### src/core/pwr_mode_defs.svh
// register offsets, field positions, reset values and timing counts for the power-mode controller
// assumes inclusion by bare name from the design file
`ifndef PWR_MODE_DEFS_SVH
`define PWR_MODE_DEFS_SVH

`define PMC_PRIMARY_ADDR 16'hFFF0
`define PMC_SECONDARY_ADDR 16'hFFF1
`define PMC_PRIMARY_RST 8'h07
`define PMC_SECONDARY_RST 8'hF0
`define PMC_PRIMARY_FIXED 8'h04
`define PMC_SECONDARY_FIXED 8'hE0
`define PMC_STANDBY_BIT 7
`define PMC_WAIT_HI 6
`define PMC_WAIT_LO 4
`define PMC_LOW_SPEED_BIT 3
`define PMC_MED_DIV_HI 1
`define PMC_MED_DIV_LO 0
`define PMC_NOISE_BIT 4
`define PMC_DIRECT_BIT 3
`define PMC_MED_SEL_BIT 2
`define PMC_SUB_RATE_HI 1
`define PMC_SUB_RATE_LO 0
`define PMC_WAIT_8192 15'h2000
`define PMC_WAIT_16384 15'h4000
`define PMC_WAIT_1024 15'h0400
`define PMC_WAIT_2048 15'h0800
`define PMC_WAIT_4096 15'h1000
`define PMC_WAIT_2 15'h0002
`define PMC_WAIT_8 15'h0008
`define PMC_WAIT_16 15'h0010

`endif

### src/core/pwr_mode_pkg.sv
// types for the power-mode controller
// needs no constants header; only the design file includes it
package pwr_mode_pkg;
  typedef enum logic [9:0] {
    MODE_ACT_HIGH = 10'h001,
    MODE_ACT_MED = 10'h002,
    MODE_SUBACT = 10'h004,
    MODE_SLP_HIGH = 10'h008,
    MODE_SLP_MED = 10'h010,
    MODE_SUBSLP = 10'h020,
    MODE_WATCH = 10'h040,
    MODE_STANDBY = 10'h080,
    MODE_WAKE_WAIT = 10'h100,
    MODE_WAKE_SUB = 10'h200
  } pwr_mode_t;
endpackage : pwr_mode_pkg

### src/core/pwr_mode_ctrl.sv
// power-mode controller: two control registers, mode state machine, wake wait counter, clock gating
// assumes a cpu that pulses sleep_req_i on a sleep instruction and wake_ack_i once an interrupt is accepted
//
// Behaviour
// primary register: 8 bits at FFF0, resets to 07
// standby select 0: sleep goes active to sleep, subactive to subsleep
// standby select 1: sleep goes active to standby/watch, subactive to watch
// 3-bit wait field picks wake wait length in states, reset 000
// software picks 2-state wait only with an external clock
// low-speed select picks system clock or subclock after watch ends
// primary bit 2 reads 1, ignores writes
// 2-bit divider picks oscillator/16,/32,/64,/128; reset /128
// software writes the divider only in high-speed active or subactive
// secondary register at FFF1, reset F0, top three bits read 1
// software clears noise filter bit for 2 to 16 MHz oscillator
// interrupt request alone changes no mode; needs accepted interrupt
// high-speed active: cpu and peripherals on full system clock
// medium-speed active: cpu and peripherals on divided system clock
// subactive: cpu runs on the subclock
// high-speed sleep: cpu stopped, peripherals on system clock
// medium-speed sleep: cpu stopped, peripherals on divided clock
// subsleep: cpu stopped, subclock peripherals may run
// watch: cpu stopped, timekeeping, one timer, counter, display run
// standby: cpu, peripherals and system oscillator stopped
// module standby halts chosen peripherals individually
// standby: ports keep contents, outputs go high impedance
// direct-transfer bit makes sleep switch between active modes directly
// medium-speed select picks active mode entered after a wake
// subactive clock field: /8, /4, /2; frozen in subactive
// noise filter bit 0 samples at /16, 1 at /4
// after standby/watch wake, count selected states before release; a watch wake into subactive skips the count
//
// Local design decision: the plain strobed port.
`timescale 1ns/1ps
`include "pwr_mode_defs.svh"

module pwr_mode_ctrl #(
  parameter int MOD_W = 8
) (
  input wire logic clk_sys_i,
  input wire logic arst_n_i,
  input wire logic [15:0] addr_i,
  input wire logic [7:0] wdata_i,
  input wire logic wr_i,
  input wire logic rd_i,
  output logic [7:0] rdata_o,
  input wire logic sleep_req_i,
  input wire logic wake_ack_i,
  input wire logic timekeeping_select_i,
  input wire logic [MOD_W-1:0] module_stby_i,
  output pwr_mode_pkg::pwr_mode_t mode_o,
  output logic cpu_run_o,
  output logic cpu_on_sub_o,
  output logic periph_run_o,
  output logic periph_on_sub_o,
  output logic sys_osc_en_o,
  output logic port_hiz_o,
  output logic [MOD_W-1:0] module_clk_en_o,
  output logic [1:0] med_div_o,
  output logic [1:0] sub_rate_o,
  output logic noise_rate_fast_o
);
  import pwr_mode_pkg::*;

  // ==========================================================
  // registers
  logic standby_select_q;
  logic [2:0] wait_select_q;
  logic low_speed_select_q;
  logic [1:0] medium_divider_q;
  logic noise_filter_rate_q;
  logic direct_transfer_select_q;
  logic medium_speed_select_q;
  logic [1:0] sub_clock_rate_q;
  pwr_mode_t mode_q, mode_d;
  logic [14:0] wait_cnt_q;
  logic [7:0] primary_rd, secondary_rd;
  localparam logic [7:0] PRI_RST = `PMC_PRIMARY_RST;
  localparam logic [7:0] SEC_RST = `PMC_SECONDARY_RST;

  always_ff @(posedge clk_sys_i or negedge arst_n_i)
  begin
    if (!arst_n_i)
    begin
      standby_select_q <= PRI_RST[`PMC_STANDBY_BIT];
      wait_select_q <= PRI_RST[`PMC_WAIT_HI:`PMC_WAIT_LO];
      low_speed_select_q <= PRI_RST[`PMC_LOW_SPEED_BIT];
      medium_divider_q <= PRI_RST[`PMC_MED_DIV_HI:`PMC_MED_DIV_LO];
    end
    else if (wr_i && addr_i == `PMC_PRIMARY_ADDR)
    begin
      standby_select_q <= wdata_i[`PMC_STANDBY_BIT];
      wait_select_q <= wdata_i[`PMC_WAIT_HI:`PMC_WAIT_LO];
      low_speed_select_q <= wdata_i[`PMC_LOW_SPEED_BIT];
      medium_divider_q <= wdata_i[`PMC_MED_DIV_HI:`PMC_MED_DIV_LO];
    end
  end

  always_ff @(posedge clk_sys_i or negedge arst_n_i)
  begin
    if (!arst_n_i)
    begin
      noise_filter_rate_q <= SEC_RST[`PMC_NOISE_BIT];
      direct_transfer_select_q <= SEC_RST[`PMC_DIRECT_BIT];
      medium_speed_select_q <= SEC_RST[`PMC_MED_SEL_BIT];
      sub_clock_rate_q <= SEC_RST[`PMC_SUB_RATE_HI:`PMC_SUB_RATE_LO];
    end
    else if (wr_i && addr_i == `PMC_SECONDARY_ADDR)
    begin
      noise_filter_rate_q <= wdata_i[`PMC_NOISE_BIT];
      direct_transfer_select_q <= wdata_i[`PMC_DIRECT_BIT];
      medium_speed_select_q <= wdata_i[`PMC_MED_SEL_BIT];
      if (mode_q != MODE_SUBACT)
      begin
        sub_clock_rate_q <= wdata_i[`PMC_SUB_RATE_HI:`PMC_SUB_RATE_LO];
      end
    end
  end

  // ==========================================================
  // read port
  always_comb
  begin
    primary_rd = {standby_select_q, wait_select_q, low_speed_select_q, 1'b0, medium_divider_q}
      | `PMC_PRIMARY_FIXED;
    secondary_rd = {3'h0, noise_filter_rate_q, direct_transfer_select_q, medium_speed_select_q,
      sub_clock_rate_q} | `PMC_SECONDARY_FIXED;
  end

  always_ff @(posedge clk_sys_i or negedge arst_n_i)
  begin
    if (!arst_n_i)
    begin
      rdata_o <= 8'h00;
    end
    else if (rd_i && addr_i == `PMC_PRIMARY_ADDR)
    begin
      rdata_o <= primary_rd;
    end
    else if (rd_i && addr_i == `PMC_SECONDARY_ADDR)
    begin
      rdata_o <= secondary_rd;
    end
    else
    begin
      rdata_o <= 8'h00;
    end
  end

  // ==========================================================
  // wake wait length
  function automatic logic [14:0] wait_len(input logic [2:0] sel);
    logic [14:0] n;
    n = `PMC_WAIT_8192;
    unique case (sel)
      3'h0: n = `PMC_WAIT_8192;
      3'h1: n = `PMC_WAIT_16384;
      3'h2: n = `PMC_WAIT_1024;
      3'h3: n = `PMC_WAIT_2048;
      3'h4: n = `PMC_WAIT_4096;
      3'h5: n = `PMC_WAIT_2;
      3'h6: n = `PMC_WAIT_8;
      3'h7: n = `PMC_WAIT_16;
    endcase
    return n;
  endfunction : wait_len

  // ==========================================================
  // mode state machine
  logic act_mode;
  assign act_mode = (mode_q == MODE_ACT_HIGH) || (mode_q == MODE_ACT_MED);

  always_comb
  begin
    mode_d = mode_q;
    unique case (mode_q)
      MODE_ACT_HIGH, MODE_ACT_MED:
      begin
        if (sleep_req_i)
        begin
          if (direct_transfer_select_q)
          begin
            if (standby_select_q && timekeeping_select_i && low_speed_select_q)
              mode_d = MODE_SUBACT;
            else if (!standby_select_q && !low_speed_select_q)
              mode_d = medium_speed_select_q ? MODE_ACT_MED : MODE_ACT_HIGH;
          end
          else if (!standby_select_q)
            mode_d = medium_speed_select_q ? MODE_SLP_MED : MODE_SLP_HIGH;
          else
            mode_d = timekeeping_select_i ? MODE_WATCH : MODE_STANDBY;
        end
      end
      MODE_SUBACT:
      begin
        if (sleep_req_i)
        begin
          if (direct_transfer_select_q && standby_select_q && timekeeping_select_i
              && !low_speed_select_q)
            mode_d = MODE_WAKE_WAIT;
          else if (!standby_select_q)
            mode_d = MODE_SUBSLP;
          else
            mode_d = MODE_WATCH;
        end
      end
      MODE_SLP_HIGH:
        if (wake_ack_i) mode_d = MODE_ACT_HIGH;
      MODE_SLP_MED:
        if (wake_ack_i) mode_d = MODE_ACT_MED;
      MODE_SUBSLP:
        if (wake_ack_i) mode_d = MODE_SUBACT;
      MODE_WATCH:
        if (wake_ack_i) mode_d = low_speed_select_q ? MODE_SUBACT : MODE_WAKE_WAIT;
      MODE_STANDBY:
        if (wake_ack_i) mode_d = MODE_WAKE_WAIT;
      MODE_WAKE_WAIT:
        if (wait_cnt_q == 15'h0001)
          mode_d = medium_speed_select_q ? MODE_ACT_MED : MODE_ACT_HIGH;
      default:
        mode_d = MODE_ACT_HIGH;
    endcase
  end

  always_ff @(posedge clk_sys_i or negedge arst_n_i)
  begin
    if (!arst_n_i)
      mode_q <= MODE_ACT_HIGH;
    else
      mode_q <= mode_d;
  end

  always_ff @(posedge clk_sys_i or negedge arst_n_i)
  begin
    if (!arst_n_i)
      wait_cnt_q <= 15'h0000;
    else if (mode_q != MODE_WAKE_WAIT && mode_d == MODE_WAKE_WAIT)
      wait_cnt_q <= wait_len(wait_select_q);
    else if (mode_q == MODE_WAKE_WAIT && wait_cnt_q != 15'h0000)
      wait_cnt_q <= wait_cnt_q - 15'h0001;
  end

  // ==========================================================
  // clock and run outputs, registered from next mode and the control registers
  always_ff @(posedge clk_sys_i or negedge arst_n_i)
  begin
    if (!arst_n_i)
    begin
      mode_o <= MODE_ACT_HIGH;
      cpu_run_o <= 1'b1;
      cpu_on_sub_o <= 1'b0;
      periph_run_o <= 1'b1;
      periph_on_sub_o <= 1'b0;
      sys_osc_en_o <= 1'b1;
      port_hiz_o <= 1'b0;
      module_clk_en_o <= '1;
      med_div_o <= PRI_RST[`PMC_MED_DIV_HI:`PMC_MED_DIV_LO];
      sub_rate_o <= SEC_RST[`PMC_SUB_RATE_HI:`PMC_SUB_RATE_LO];
      noise_rate_fast_o <= SEC_RST[`PMC_NOISE_BIT];
    end
    else
    begin
      mode_o <= mode_d;
      cpu_run_o <= mode_d inside {MODE_ACT_HIGH, MODE_ACT_MED, MODE_SUBACT};
      cpu_on_sub_o <= mode_d == MODE_SUBACT;
      periph_run_o <= mode_d inside {MODE_ACT_HIGH, MODE_ACT_MED, MODE_SLP_HIGH, MODE_SLP_MED,
        MODE_SUBACT, MODE_SUBSLP, MODE_WATCH};
      periph_on_sub_o <= mode_d inside {MODE_SUBACT, MODE_SUBSLP, MODE_WATCH};
      sys_osc_en_o <= !(mode_d inside {MODE_STANDBY, MODE_WATCH, MODE_SUBACT, MODE_SUBSLP});
      port_hiz_o <= mode_d == MODE_STANDBY;
      module_clk_en_o <= (mode_d == MODE_STANDBY) ? '0 : ~module_stby_i;
      med_div_o <= medium_divider_q;
      sub_rate_o <= sub_clock_rate_q;
      noise_rate_fast_o <= noise_filter_rate_q;
    end
  end

  // ==========================================================
  // checks
  chk_primary_reads_fixed: assert property (@(posedge clk_sys_i) disable iff (!arst_n_i)
    rd_i && addr_i == `PMC_PRIMARY_ADDR |=> rdata_o[2])
    else $error("primary bit 2 not read as one");
  chk_secondary_top_bits: assert property (@(posedge clk_sys_i) disable iff (!arst_n_i)
    rd_i && addr_i == `PMC_SECONDARY_ADDR |=> rdata_o[7:5] == 3'h7)
    else $error("secondary top bits not read as one");
  chk_no_wake_without_ack: assert property (@(posedge clk_sys_i) disable iff (!arst_n_i)
    mode_q inside {MODE_STANDBY, MODE_WATCH, MODE_SLP_HIGH} && !wake_ack_i |=> $stable(mode_q))
    else $error("mode left without accepted interrupt");
  chk_sleep_standby_zero: assert property (@(posedge clk_sys_i) disable iff (!arst_n_i)
    act_mode && sleep_req_i && !standby_select_q && !direct_transfer_select_q
    |=> mode_q inside {MODE_SLP_HIGH, MODE_SLP_MED})
    else $error("sleep did not enter sleep mode");
  chk_sleep_standby_one: assert property (@(posedge clk_sys_i) disable iff (!arst_n_i)
    act_mode && sleep_req_i && standby_select_q && !direct_transfer_select_q
    |=> mode_q inside {MODE_STANDBY, MODE_WATCH})
    else $error("sleep did not enter standby or watch");
  chk_wait_short: assert property (@(posedge clk_sys_i) disable iff (!arst_n_i)
    mode_q == MODE_STANDBY && wake_ack_i && wait_select_q == 3'h6
    |=> mode_q == MODE_WAKE_WAIT [*8] ##1 act_mode)
    else $error("eight state wake wait wrong");
  chk_standby_outputs: assert property (@(posedge clk_sys_i) disable iff (!arst_n_i)
    mode_q == MODE_STANDBY |-> !sys_osc_en_o && !cpu_run_o && port_hiz_o)
    else $error("standby outputs wrong");
  chk_sub_rate_frozen: assert property (@(posedge clk_sys_i) disable iff (!arst_n_i)
    mode_q == MODE_SUBACT && $past(mode_q) == MODE_SUBACT |-> $stable(sub_clock_rate_q))
    else $error("subactive clock field changed");
  chk_sub_to_subsleep: assert property (@(posedge clk_sys_i) disable iff (!arst_n_i)
    mode_q == MODE_SUBACT && sleep_req_i && !standby_select_q |=> mode_q == MODE_SUBSLP)
    else $error("subactive sleep did not enter subsleep");
  chk_wait_two: assert property (@(posedge clk_sys_i) disable iff (!arst_n_i)
    mode_q == MODE_STANDBY && wake_ack_i && wait_select_q == 3'h5 |=> mode_q == MODE_WAKE_WAIT [*2] ##1 act_mode)
    else $error("two state wake wait wrong");
  chk_direct_to_sub: assert property (@(posedge clk_sys_i) disable iff (!arst_n_i)
    act_mode && sleep_req_i && direct_transfer_select_q && standby_select_q && timekeeping_select_i && low_speed_select_q |=> mode_q == MODE_SUBACT)
    else $error("direct transfer to subactive missing");
  chk_sub_to_active: assert property (@(posedge clk_sys_i) disable iff (!arst_n_i)
    mode_q == MODE_SUBACT && sleep_req_i && direct_transfer_select_q && standby_select_q && timekeeping_select_i && !low_speed_select_q |=> mode_q == MODE_WAKE_WAIT)
    else $error("direct transfer from subactive missing");
  chk_hiz_only_standby: assert property (@(posedge clk_sys_i) disable iff (!arst_n_i)
    port_hiz_o |-> mode_q == MODE_STANDBY)
    else $error("ports released outside standby");
  chk_standby_modules_off: assert property (@(posedge clk_sys_i) disable iff (!arst_n_i)
    mode_q == MODE_STANDBY |-> module_clk_en_o == '0)
    else $error("module clock running in standby");
  chk_watch_on_sub: assert property (@(posedge clk_sys_i) disable iff (!arst_n_i)
    mode_q == MODE_WATCH |-> periph_on_sub_o && !cpu_run_o && !sys_osc_en_o)
    else $error("watch outputs wrong");
  chk_sleep_cpu_halt: assert property (@(posedge clk_sys_i) disable iff (!arst_n_i)
    mode_q inside {MODE_SLP_HIGH, MODE_SLP_MED} |-> !cpu_run_o && periph_run_o && sys_osc_en_o)
    else $error("sleep outputs wrong");
  chk_active_full_run: assert property (@(posedge clk_sys_i) disable iff (!arst_n_i)
    act_mode |-> cpu_run_o && periph_run_o && !cpu_on_sub_o)
    else $error("active outputs wrong");
  chk_sub_cpu_clock: assert property (@(posedge clk_sys_i) disable iff (!arst_n_i)
    mode_q == MODE_SUBACT |-> cpu_run_o && cpu_on_sub_o && !sys_osc_en_o)
    else $error("subactive outputs wrong");

  // ==========================================================
  // covers
  cov_sleep_wake: cover property (@(posedge clk_sys_i) mode_q == MODE_SLP_HIGH ##1 mode_q == MODE_ACT_HIGH);
  cov_direct_sub: cover property (@(posedge clk_sys_i) act_mode ##1 mode_q == MODE_SUBACT);
  cov_sub_direct_wake: cover property (@(posedge clk_sys_i) mode_q == MODE_SUBACT ##1 mode_q == MODE_WAKE_WAIT);
  cov_standby_wake: cover property (@(posedge clk_sys_i) mode_q == MODE_WAKE_WAIT ##1 act_mode);
  cov_subact: cover property (@(posedge clk_sys_i) mode_q == MODE_SUBACT);
endmodule : pwr_mode_ctrl

### config.mk
export PLATFORM = sky130hd
export DESIGN_NAME = pwr_mode_ctrl
export DESIGN_NICKNAME = d
export VERILOG_FILES = /design/src/core/pwr_mode_pkg.sv /design/src/core/pwr_mode_ctrl.sv
export VERILOG_INCLUDE_DIRS = /design/src /design/src/core
export SDC_FILE = /design/constraint.sdc
export NUM_CORES = 1
export LEC_CHECK = 0
export ABC_AREA = 0
export BUFFER_PORTS_ARGS = -buffer_cell sky130_fd_sc_hd__buf_2
export CAP_MARGIN = 20
export CORE_MARGIN = 1.5
export CORE_UTILIZATION = 41
export CTS_BUF_LIST = sky130_fd_sc_hd__clkbuf_8
export DETAILED_ROUTE_END_ITERATION = 10
export GPL_TIMING_DRIVEN = 0
export MAX_ROUTING_LAYER = met4
export PLACE_DENSITY = 0.74
export REMOVE_ABC_BUFFERS = 1
export SYNTH_ARGS = -nofsm -noshare
export SYNTH_HDL_FRONTEND = slang
export SYNTH_SLANG_ARGS = --single-unit
export TNS_END_PERCENT = 10
### constraint.sdc
create_clock -name clk_sys_i -period 3 [get_ports clk_sys_i]
set_input_delay 0.6 -clock clk_sys_i [delete_from_list [all_inputs] [get_ports clk_sys_i]]
set_output_delay 0.6 -clock clk_sys_i [all_outputs]
set_load 0.01 [all_outputs]
==> impl_results.md, run 1 <==
- Final #Nets: 419
- Post-synthesis cell area: 3220 sq um
- Placed Instance Area: 3690 sq um
- Syn avg cell area: 10.8 sq um
- Detailed-placement wirelength estimate: 5.28 mm
- Clock Pin Slew Worst Setup and Hold Paths: 80 ps
- Sw frac: 23.4%
- Post-synthesis sequential area ratio: 50.4%
- Slew Viols, Final: 0
- Routability Congestion: 0.861
- HP Class: input pin to async pin
- DRT Pass-1 Iters: 4
- DR iter-0 viols: 188
- Via count: 2548
- R2r setup slk: 420 ps
- CTS max path bufs: 2
- Die area: 8400 sq um
- Hold Vio Cnt, Final: 0
- Endpoint type of the worst setup path: flop
- VDD IR max: 314 uV
- CTS H-tree lvls: 3
- Tmin final: 2580 ps
- Overall Global Routing Usage: 18.8%
- Synth cell types: 62
- RSZ-0062 raised after global routing: no
- CP max stage delay: 580 ps
- CTS buffer count: 9
- Slowest cell on the critical path: dfrtp_1
- Drc violations: 0
- Clk_lat worst skew: 340 ps
- CTS Sinks: 64
- Horiz. Die Dim: 91.6 microns
- Pint: 0.00151 W
- Die height: 91.6 microns
- Cells after Synth: 298
- Total routed wirelength: 7.26 mm
- Reg2Reg Capture Point: periph_run_o$_DFF_PN1_
- Crit path DAT: 2850 ps
- Remaining antenna violation count: 0
- Period utilization: 86.0%
- Worst Max-Slew Pin Slew: 866 ps
- Flop pwr share: 45.7%
- Clock network power share: 47.2%
- Max-Slew Margin vs Limit: 41.6%
- Wire length per cell: 15.0 microns
- P_sw: 0.000460 W
- Skew final: 8.16 ps
- Lkg Pwr: 1.80 nW
- Via count of the first global-routing pass: 2501
- Post-synth EDFFs: 0
- Total Neg Setup Slack: 0 ps
- Initial Util: 42.1%
- CTS root buffer: clkbuf_8
- Share of cells above drive strength 1: 37.4%
- Number of diodes: 0
- Fill count: 693
- CP Cell Sequence: or3_1, or4_1, o21ai_1, a31oi_1, a211o_1, nor2_2, nand4b_4
- Total core area: 7650 sq um
- Post-Place Worst Slack: 63.8 ps
- Final Setup Violations: 0
- Status: complete, no violations
- Most used DFF post-synth: dfrtp_1
- Critical path type: flop to flop
- Fin area: 3960 sq um
- CP Launch Type: flop
- Worst path required time: 3270 ps
- YS warnings: 0
- Fmax: 388 MHz
- Power Density: 497 nW/um^2
- IO buf count: 75
- FP Rows: 32
- Syn-to-layout area delta: 23.0%
- CTS tree: built
- Max-cap violations: 0
- Worst Reg-to-Reg Cells: 7
- Async set-reset flop share out of synthesis: 100%
- IO Count: 76
- Grt ovf: 0
- Via-per-instance ratio: 5.26
- Initial antenna violation count: 0
- Largest net degree at the start of global routing: 42
- Hold-fix buffers, CTS: 0
- Tot Pwr: 0.00197 W
- R2R Path Start: mode_o[2]$_DFF_PN0_
- #FFs+latches synth: 64
- First-pass GRT wire length: 12.1 mm
- Gate power share: 7.1%
- Largest fanout on the critical path: 14
- Final WS setup: 419 ps
[registers in the layout, summed over array words and instances, names as in the netlist, 2 cells and up]
signal / flops
wait_cnt_q: 15
mode_o: 10
module_clk_en_o: 8
rdata_o: 8
wait_select_q: 3
med_div_o: 2
medium_divider_q: 2
sub_clock_rate_q: 2
sub_rate_o: 2
[worst max-delay path, delay by kind of cell (launching register included)]
| family | cells | cell delay, ps |
|---|---|---|
| flops | 1 | 580 |
| simple gates | 4 | 1180 |
| compound gates | 3 | 740 |
[synth_stat cells, drive strengths merged (4+ instances only)]
master,instances,share of area [%]
or3,5,0.97
mux2,12,4.2
a21oi,4,0.62
nand3,9,1.6
nand2b,5,0.97
xnor2,7,1.9
dfrtp,46,36
mux2i,6,1.9
nor3,10,1.7
nand2,17,2.0
buf,8,1.7
nor2b,4,0.78
nor4,7,3.4
nor2,41,4.9
xor2,8,2.2
dfstp,18,15
nand3b,5,1.2
nand4,6,1.4
nor4b,6,1.6
o21ai,20,3.2
inv,6,0.70
[cell families (layout without fill, tap and decap cells)]
kind of cell	Yosys count	after routing	share of synthesized area, %
xor+xnor	15	15	4.08
simple gates	132	132	25.0
other cells	1	1	0.116
mux	18	18	6.06
buf+inv	17	101	2.76
flops	64	64	50.4
compound gates	48	48	10.4
fa+ha+maj	3	3	1.17
[how the worst max path moves through the flow]
stage | start | to
after global placement | mode_o[7]$_DFF_PN0_ | wait_cnt_q[3]$_DFFE_PN0P_
after detailed placement | mode_o[4]$_DFF_PN0_ | wait_cnt_q[3]$_DFFE_PN0P_
after floorplan | mode_o[4]$_DFF_PN0_ | wait_cnt_q[3]$_DFFE_PN0P_
after global routing | wait_cnt_q[1]$_DFFE_PN0P_ | periph_run_o$_DFF_PN1_
final | mode_o[2]$_DFF_PN0_ | periph_run_o$_DFF_PN1_
after CTS | mode_o[7]$_DFF_PN0_ | wait_cnt_q[3]$_DFFE_PN0P_
[routing by layer]
metal  vias up  routed length (microns)  track usage (%)
met1      1232                     3410             25.0
met4         0                      117             7.94
met3         9                      329             2.99
met5         -                        0                -
met2        73                     3410             28.6
li1       1234                        -                -
[placed cells by master (no fill, tap or decap), types with 3 or more instances in the layout]
cell type / count
a21o_1: 3
xor2_1: 8
nor2b_1: 4
a31oi_1: 3
nand2_1: 17
o21ai_1: 6
mux2i_1: 6
dfrtp_1: 46
inv_6: 3
ha_1: 3
nand3_1: 8
a21oi_1: 4
nor3_1: 9
nand3b_1: 5
buf_2: 75
nand2b_1: 5
nor2_1: 40
inv_1: 6
bufinv_16: 3
or3_1: 5
o21ai_0: 13
nand4_1: 5
dfstp_2: 18
nor4_4: 4
xnor2_1: 7
nor4b_1: 6
mux2_2: 12
clkbuf_8: 9
buf_4: 3
[per-stage QoR]
stage                     hold slack [ps]  instances  util (%)
final                                 245        484      51.8
after global routing                  276        484      51.8
after CTS                             256        482      51.5
after detailed placement              364        466      48.2
after global placement                362        464      47.8
after floorplan                       304        287         -
[cell type report]
cell class	instances	area (sq um)	share of cell area (%)
Inverter	6	22.5	0.569
Clock inverter	7	125	3.16
Clock buffer	9	124	3.13
Multi-Input combinational cell	217	1520	38.4
Tap cell	102	128	3.22
Sequential cell	64	1620	41.0
Timing Repair Buffer	79	418	10.5
[repair_timing]
action / 4_1_cts / 5_1_grt
buffers inserted: 0 / 2
gates resized for setup: 0 / 1
endpoints found under the setup margin: 0 / 6
endpoints found under the hold margin: 0 / 0
[power groups by stage]
stage	clock network (W)	logic (W)	registers, W
CTS	0.000942	0.000140	0.000900
global route	0.000974	0.000154	0.000903
floorplan	0	0.0000572	0.000922
finish	0.000929	0.000139	0.000900
detailed placement	0	0.000139	0.000916
global placement	0	0.000134	0.000915
(Power assumes the default switching activity.)
==> run 2: changes to the inputs <==
--- a/config.mk
+++ b/config.mk
@@ -12,11 +12,12 @@
 export CORE_MARGIN = 1.5
 export CORE_UTILIZATION = 41
 export CTS_BUF_LIST = sky130_fd_sc_hd__clkbuf_8
+export CTS_CLUSTER_SIZE = 24
 export DETAILED_ROUTE_END_ITERATION = 10
 export GPL_TIMING_DRIVEN = 0
 export MAX_ROUTING_LAYER = met4
-export PLACE_DENSITY = 0.74
 export REMOVE_ABC_BUFFERS = 1
+export SLEW_MARGIN = 20
 export SYNTH_ARGS = -nofsm -noshare
 export SYNTH_HDL_FRONTEND = slang
 export SYNTH_SLANG_ARGS = --single-unit
==> run 2 against run 1 <==
- power shrank 10%
- cell count decreased by 0.41%
- flip-flop and latch count stayed put
- combinational power about the same
- register-to-register slack lost 110 ps
- first-iteration DRC count decreased by 16%
- largest cell class unchanged
- global-route usage shrank 0.34 points
- critical path depth unchanged
- highest routed layer unchanged
- worst setup slack got worse by 110 ps
==> impl_results.md, run 2 (synthesis results as in run 1) <==
- Worst Path Buf+Inv: 0 (unchanged)
- IO Count: 76 (unchanged)
- Gate power share: 7.9% (was 7.1%)
- Horiz. Die Dim: 91.6 microns (unchanged)
- HP Class: input pin to async pin (unchanged)
- Share of cells above drive strength 1: 37.1% (was 37.4%)
- Flop pwr share: 51.1% (was 45.7%)
- Fmax: 372 MHz (was 388 MHz)
- Post-CTS setup repair buffer count: 0 (unchanged)
- CTS tree: built (unchanged)
- Biggest register: wait_cnt_q (unchanged)
- Commonest non-fill, non-tap cell in the layout: buf_2 (unchanged)
- Pint: 0.00133 W (was 0.00151 W)
- Final #Nets: 417 (was 419)
- Syn-to-layout area delta: 21.2% (was 23.0%)
- DRT Pass-1 Iters: 5 (was 4)
- Non-Filler Instances: 482 (was 484)
- Hold-fix buffers, CTS: 0 (unchanged)
- Via count of the first global-routing pass: 2368 (was 2501)
- RSZ-0062 raised after global routing: no (unchanged)
- Remaining antenna violation count: 0 (unchanged)
- Worst Max-Slew Pin Slew: 881 ps (was 866 ps)
- VDD IR max: 223 uV (was 314 uV)
- Critical path type: flop to flop (unchanged)
- First-pass GRT wire length: 11.8 mm (was 12.1 mm)
- Max-Slew Margin vs Limit: 40.6% (was 41.6%)
- Status: complete, no violations (unchanged)
- Via-per-instance ratio: 5.33 (was 5.26)
- Storage cell area: 1620 sq um (unchanged)
- R2r setup slk: 310 ps (was 420 ps)
- Wire length per cell: 15.0 microns (about the same)
- FP Rows: 32 (unchanged)
- Final WS setup: 311 ps (was 419 ps)
- Power Density: 452 nW/um^2 (was 497 nW/um^2)
- CP Launch Type: flop (unchanged)
- CP Cell Sequence: nor3_1, and2_1, nand3_2, o32ai_4, nand2b_1, o21ai_0, a221o_1 (was or3_1, or4_1, o21ai_1, a31oi_1, a211o_1, nor2_2, nand4b_4)
- Detailed-placement wirelength estimate: 5.11 mm (was 5.28 mm)
- Period utilization: 89.6% (was 86.0%)
- Multi-input combinational cell area: 1540 sq um (was 1520 sq um)
- Die area: 8400 sq um (unchanged)
- CP max stage delay: 520 ps (was 580 ps)
- Largest fanout on the critical path: 11 (was 14)
- Initial antenna violation count: 0 (unchanged)
- Clock network power share: 41.0% (was 47.2%)
- Most frequent cells in the layout: buf_2, dfrtp_1, nor2_1 (unchanged)
- Hold Vio Cnt, Final: 0 (unchanged)
- Sw frac: 24.6% (was 23.4%)
- CTS H-tree lvls: 3 (unchanged)
- Tmin final: 2690 ps (was 2580 ps)
- DP Cell Count: 465 (was 466)
- Initial Util: 42.1% (unchanged)
- Clock Pin Slew Worst Setup and Hold Paths: 70 ps (was 80 ps)
- Worst path required time: 3230 ps (was 3270 ps)
- Slew Viols, Final: 0 (unchanged)
- Largest net degree at the start of global routing: 36 (was 42)
- Placed Instance Area: 3690 sq um (about the same)
- Skew final: 8.59 ps (was 8.16 ps)
- CTS Sinks: 64 (unchanged)
- Fill count: 725 (was 693)
- Drc violations: 0 (unchanged)
- Biggest regs: wait_cnt_q (15), mode_o (10) (unchanged)
- Lkg Pwr: 1.76 nW (was 1.80 nW)
- Post-Place Worst Slack: 42.4 ps (was 63.8 ps)
- Die height: 91.6 microns (unchanged)
- CTS buffer count: 9 (unchanged)
- Routability Congestion: 0.863 (was 0.861)
- DR iter-0 viols: 158 (was 188)
- Endpoint type of the worst setup path: flop (unchanged)
- Grt ovf: 0 (unchanged)
- Slowest cell on the critical path: o32ai_4 (was dfrtp_1)
- Via count: 2569 (was 2548)
- Largest register FFs: 15 (unchanged)
- Crit path DAT: 2920 ps (was 2850 ps)
- CTS resizes: 0 (unchanged)
- IO buf count: 75 (unchanged)
- Overall Global Routing Usage: 18.4% (was 18.8%)
- Total routed wirelength: 7.21 mm (was 7.26 mm)
- CTS root buffer: clkbuf_8 (unchanged)
- P_sw: 0.000434 W (was 0.000460 W)
- Fin area: 3910 sq um (was 3960 sq um)
- Number of diodes: 0 (unchanged)
- Total core area: 7650 sq um (unchanged)
- Max-cap violations: 0 (unchanged)
- Clk_lat worst skew: 340 ps (about the same)
- Final Setup Violations: 0 (unchanged)
- CP top delay family: simple AND/OR/NAND/NOR gates (unchanged)
- CTS max path bufs: 2 (unchanged)
[run 2: layer usage]
layer | vias to the layer above | global-route usage (%) | part of all wire, %
li1 | 1232 | - | -
met1 | 1228 | 25.3 | 45
met2 | 99 | 26.7 | 46
met3 | 10 | 5.14 | 6.9
met4 | 0 | 5.08 | 1.4
met5 | - | - | 0
[run 2: final cells by class]
type / count / area share [%]
multi-input cells: 218 / 39.3
clock buffers: 9 / 3.17
inverters: 6 / 0.577
flip-flops and latches: 64 / 41.6
repair buffers: 76 / 10.2
clock inverters: 7 / 1.86
well taps: 102 / 3.27
[run 2: worst reg2reg max path, cell delays in order (launching register included)]
cell and delay, ps:
dfrtp_1 470, nor3_1 460, and2_1 300, nand3_2 210
o32ai_4 520, nand2b_1 220, o21ai_0 90, a221o_1 300
[run 2: through the flow]
stage / hold WS [ps] / setup TNS, ps / total power, W / util, %
finish: 188 / 0 / 0.00176 / 51.1
global route: 204 / 0 / 0.00184 / 51.1
CTS: 191 / 0 / 0.00179 / 50.9
detailed placement: 365 / 0 / 0.00106 / 48.3
global placement: 365 / -597 / 0.00105 / 47.8
floorplan: 304 / 0 / 0.000979 / -
[run 2: path summary, 6_finish.rpt]
| check | startpoint | to | depth (start not counted) |
|---|---|---|---|
| worst max-delay path | mode_o[4]$_DFF_PN0_ | wait_cnt_q[3]$_DFFE_PN0P_ | 7 |
| worst min-delay path | arst_n_i | mode_o[9]$_DFF_PN0_ | 1 |
| worst max register to register | mode_o[4]$_DFF_PN0_ | wait_cnt_q[3]$_DFFE_PN0P_ | 7 |
| worst min register to register | noise_filter_rate_q$_DFFE_PN1P_ | noise_rate_fast_o$_DFF_PN1_ | 0 |
| max in group asynchronous | arst_n_i | med_div_o[1]$_DFF_PN1_ | 2 |
| min in group clk_sys_i | module_stby_i[7] | module_clk_en_o[7]$_DFF_PN1_ | 2 |
[run 2: power by group through the flow]
stage          combinational [W]  sequential [W]  clock [W]
3_3_place_gp            0.000134        0.000916          0
6_report                0.000140        0.000900   0.000724
2_1_floorplan          0.0000572        0.000922          0
3_5_place_dp            0.000140        0.000916          0
5_1_grt                 0.000155        0.000902   0.000786
4_1_cts                 0.000141        0.000900   0.000752
==> run 3: changes to the inputs <==
==> constraint.sdc (replaced) <==
create_clock -name clk_sys_i -period 3 [get_ports clk_sys_i]
set_input_delay 0.3 -clock clk_sys_i [delete_from_list [all_inputs] [get_ports clk_sys_i]]
set_output_delay 0.3 -clock clk_sys_i [all_outputs]
set_load 0.01 [all_outputs]
==> run 3 against run 2 <==
- die area is the same
- critical endpoint unchanged
- first-iteration DRC count grew 45%
- worst hold slack lost 120 ps
- via count shrank 1.7%
- power is essentially flat
- register-to-register slack lost 30 ps
- core utilization grew 0.13 points
- non-clock buffer count grew 1
- global-route usage is the same
==> impl_results.md, run 3 (synthesis results as in run 1) <==
- Hold Crit Depth: 2
- Biggest regs: wait_cnt_q (15), mode_o (10) (unchanged)
- Final WS setup: 285 ps (was 311 ps)
- Worst path required time: 3220 ps (was 3230 ps)
- CP max stage delay: 520 ps (about the same)
- Routability Congestion: 0.863 (unchanged)
- Largest register FFs: 15 (unchanged)
- Sw frac: 24.5% (was 24.6%)
- Total routed wirelength: 7.24 mm (was 7.21 mm)
- CTS resizes: 0 (unchanged)
- Worst Max-Slew Pin Slew: 880 ps (was 881 ps)
- Wire length per cell: 15.0 microns (about the same)
- Via count: 2525 (was 2569)
- Via count of the first global-routing pass: 2368 (unchanged)
- Tmin final: 2720 ps (was 2690 ps)
- Flop pwr share: 51.1% (about the same)
- Drc violations: 0 (unchanged)
- First-pass GRT wire length: 11.8 mm (unchanged)
- CTS max path bufs: 2 (unchanged)
- Most frequent cells in the layout: buf_2, dfrtp_1, nor2_1 (unchanged)
- Initial Util: 42.1% (unchanged)
- FP Rows: 32 (unchanged)
- Grt ovf: 0 (unchanged)
- Total Neg Setup Slack: 0 ps (unchanged)
- Max-cap violations: 0 (unchanged)
- Fmax: 368 MHz (was 372 MHz)
- Share of cells above drive strength 1: 37.0% (was 37.1%)
- Critical path type: flop to flop (unchanged)
- Period utilization: 90.5% (was 89.6%)
- Reg2Reg Capture Point: wait_cnt_q[3]$_DFFE_PN0P_ (unchanged)
- HP Class: input pin to flop (was input pin to async pin)
- CP top delay family: simple AND/OR/NAND/NOR gates (unchanged)
- Largest net degree at the start of global routing: 36 (unchanged)
- IO buf count: 75 (unchanged)
- CTS tree: built (unchanged)
- Hold_sp: module_stby_i[7]
- Number of diodes: 0 (unchanged)
- Syn-to-layout area delta: 21.5% (was 21.2%)
- Via-per-instance ratio: 5.23 (was 5.33)
- Tot Pwr: 0.00176 W (about the same)
- RSZ-0062 raised after global routing: no (unchanged)
- Fill count: 723 (was 725)
- Status: complete, no violations (unchanged)
- Commonest non-fill, non-tap cell in the layout: buf_2 (unchanged)
- Endpoint type of the worst setup path: flop (unchanged)
- Remaining antenna violation count: 0 (unchanged)
- Clock Pin Slew Worst Setup and Hold Paths: 70 ps (about the same)
- Detailed-placement wirelength estimate: 5.11 mm (unchanged)
- Fin area: 3920 sq um (was 3910 sq um)
- CTS buffer count: 9 (unchanged)
- Skew final: 9.75 ps (was 8.59 ps)
- Slew Viols, Final: 0 (unchanged)
- VDD IR max: 223 uV (about the same)
- Gate power share: 8.0% (was 7.9%)
- CTS H-tree lvls: 3 (unchanged)
- End of the worst hold path: module_clk_en_o[7]$_DFF_PN1_
- Power Density: 450 nW/um^2 (was 452 nW/um^2)
- Post-CTS setup repair buffer count: 0 (unchanged)
- Hold Vio Cnt, Final: 0 (unchanged)
- CP Cell Sequence: nor3_1, and2_1, nand3_2, o32ai_4, nand2b_1, o21ai_0, a221o_1 (unchanged)
- Die height: 91.6 microns (unchanged)
- Final #Nets: 418 (was 417)
- Overall Global Routing Usage: 18.4% (unchanged)
- Worst Reg-to-Reg Cells: 7 (unchanged)
- Worst Path Buf+Inv: 0 (unchanged)
- Initial antenna violation count: 0 (unchanged)
- CTS root buffer: clkbuf_8 (unchanged)
- Horiz. Die Dim: 91.6 microns (unchanged)
- Die area: 8400 sq um (unchanged)
- Total core area: 7650 sq um (unchanged)
- P_sw: 0.000432 W (was 0.000434 W)
- Slowest cell on the critical path: o32ai_4 (unchanged)
- Post-Place Worst Slack: 42.4 ps (unchanged)
- CTS Sinks: 64 (unchanged)
- Max-Slew Margin vs Limit: 40.7% (was 40.6%)
- DRT Pass-1 Iters: 5 (unchanged)
- Pint: 0.00133 W (about the same)
- DR iter-0 viols: 229 (was 158)
- IO Count: 76 (unchanged)
- Largest fanout on the critical path: 11 (unchanged)
- Biggest register: wait_cnt_q (unchanged)
- Placed Instance Area: 3690 sq um (unchanged)
- Clk_lat worst skew: 340 ps (about the same)
- CP Launch Type: flop (unchanged)
- Clock network power share: 40.9% (was 41.0%)
- Final Setup Violations: 0 (unchanged)
- Lkg Pwr: 1.76 nW (about the same)
- Crit path DAT: 2940 ps (was 2920 ps)
- R2r setup slk: 280 ps (was 310 ps)
- R2R Path Start: mode_o[4]$_DFF_PN0_ (unchanged)
## run 3: cell count changes in the layout (fill, tap and decap cells not counted), sizes merged
| cell | change |
|---|---|
| dlygate4sd3 | +1 |
## run 3: worst reg2reg max path, cell delays in order (launching register included)
cell	delay, ps
dfrtp_1	480
nor3_1	480
and2_1	310
nand3_2	210
o32ai_4	520
nand2b_1	220
o21ai_0	90
a221o_1	300
## run 3: final cells by class
type	count	area (sq um)	area share, %
flip-flops and latches	64	1620	41.5
well taps	102	128	3.26
clock inverters	7	72.6	1.85
inverters	6	22.5	0.575
repair buffers	77	408	10.4
clock buffers	9	124	3.16
multi-input cells	218	1540	39.2
## run 3: timing repair
action,in CTS,in global routing
endpoints found under the hold margin,16,0
endpoints found under the setup margin,0,1
hold buffers,1,0
## run 3: stage by stage
| step | hold slack [ps] | std cells | util, % |
|---|---|---|---|
| global route | 44.9 | 483 | 51.2 |
| floorplan | 4.41 | 287 | - |
| finish | 66.4 | 483 | 51.2 |
| global placement | 365 | 464 | 47.8 |
| CTS | 49.7 | 482 | 51.0 |
| detailed placement | 259 | 465 | 48.3 |
## run 3: worst max path at each step
stage / to / cells past startpoint / startpoint / slack, ps
2_1_floorplan: wait_cnt_q[3]$_DFFE_PN0P_ / 7 / mode_o[4]$_DFF_PN0_ / 270
3_3_place_gp: wait_cnt_q[3]$_DFFE_PN0P_ / 7 / mode_o[4]$_DFF_PN0_ / -360
3_5_place_dp: wait_cnt_q[3]$_DFFE_PN0P_ / 7 / mode_o[4]$_DFF_PN0_ / 40
4_1_cts: wait_cnt_q[3]$_DFFE_PN0P_ / 7 / mode_o[4]$_DFF_PN0_ / 40
5_1_grt: wait_cnt_q[3]$_DFFE_PN0P_ / 7 / mode_o[4]$_DFF_PN0_ / 120
6_report: wait_cnt_q[3]$_DFFE_PN0P_ / 7 / mode_o[4]$_DFF_PN0_ / 280
## run 3: power groups by stage
stage	Combinational (W)	Clock, W	Sequential, W
3_5_place_dp	0.000140	0	0.000916
3_3_place_gp	0.000134	0	0.000916
6_report	0.000141	0.000721	0.000901
4_1_cts	0.000142	0.000752	0.000900
5_1_grt	0.000156	0.000786	0.000902
2_1_floorplan	0.0000572	0	0.000922
## run 3: metal layers
metal / routed length [microns] / track usage, % / vias to the layer above
met5: 0 / - / -
met4: 82 / 5.08 / 0
met3: 364 / 5.14 / 8
met2: 3370 / 26.7 / 76
met1: 3420 / 25.3 / 1206
li1: - / - / 1235
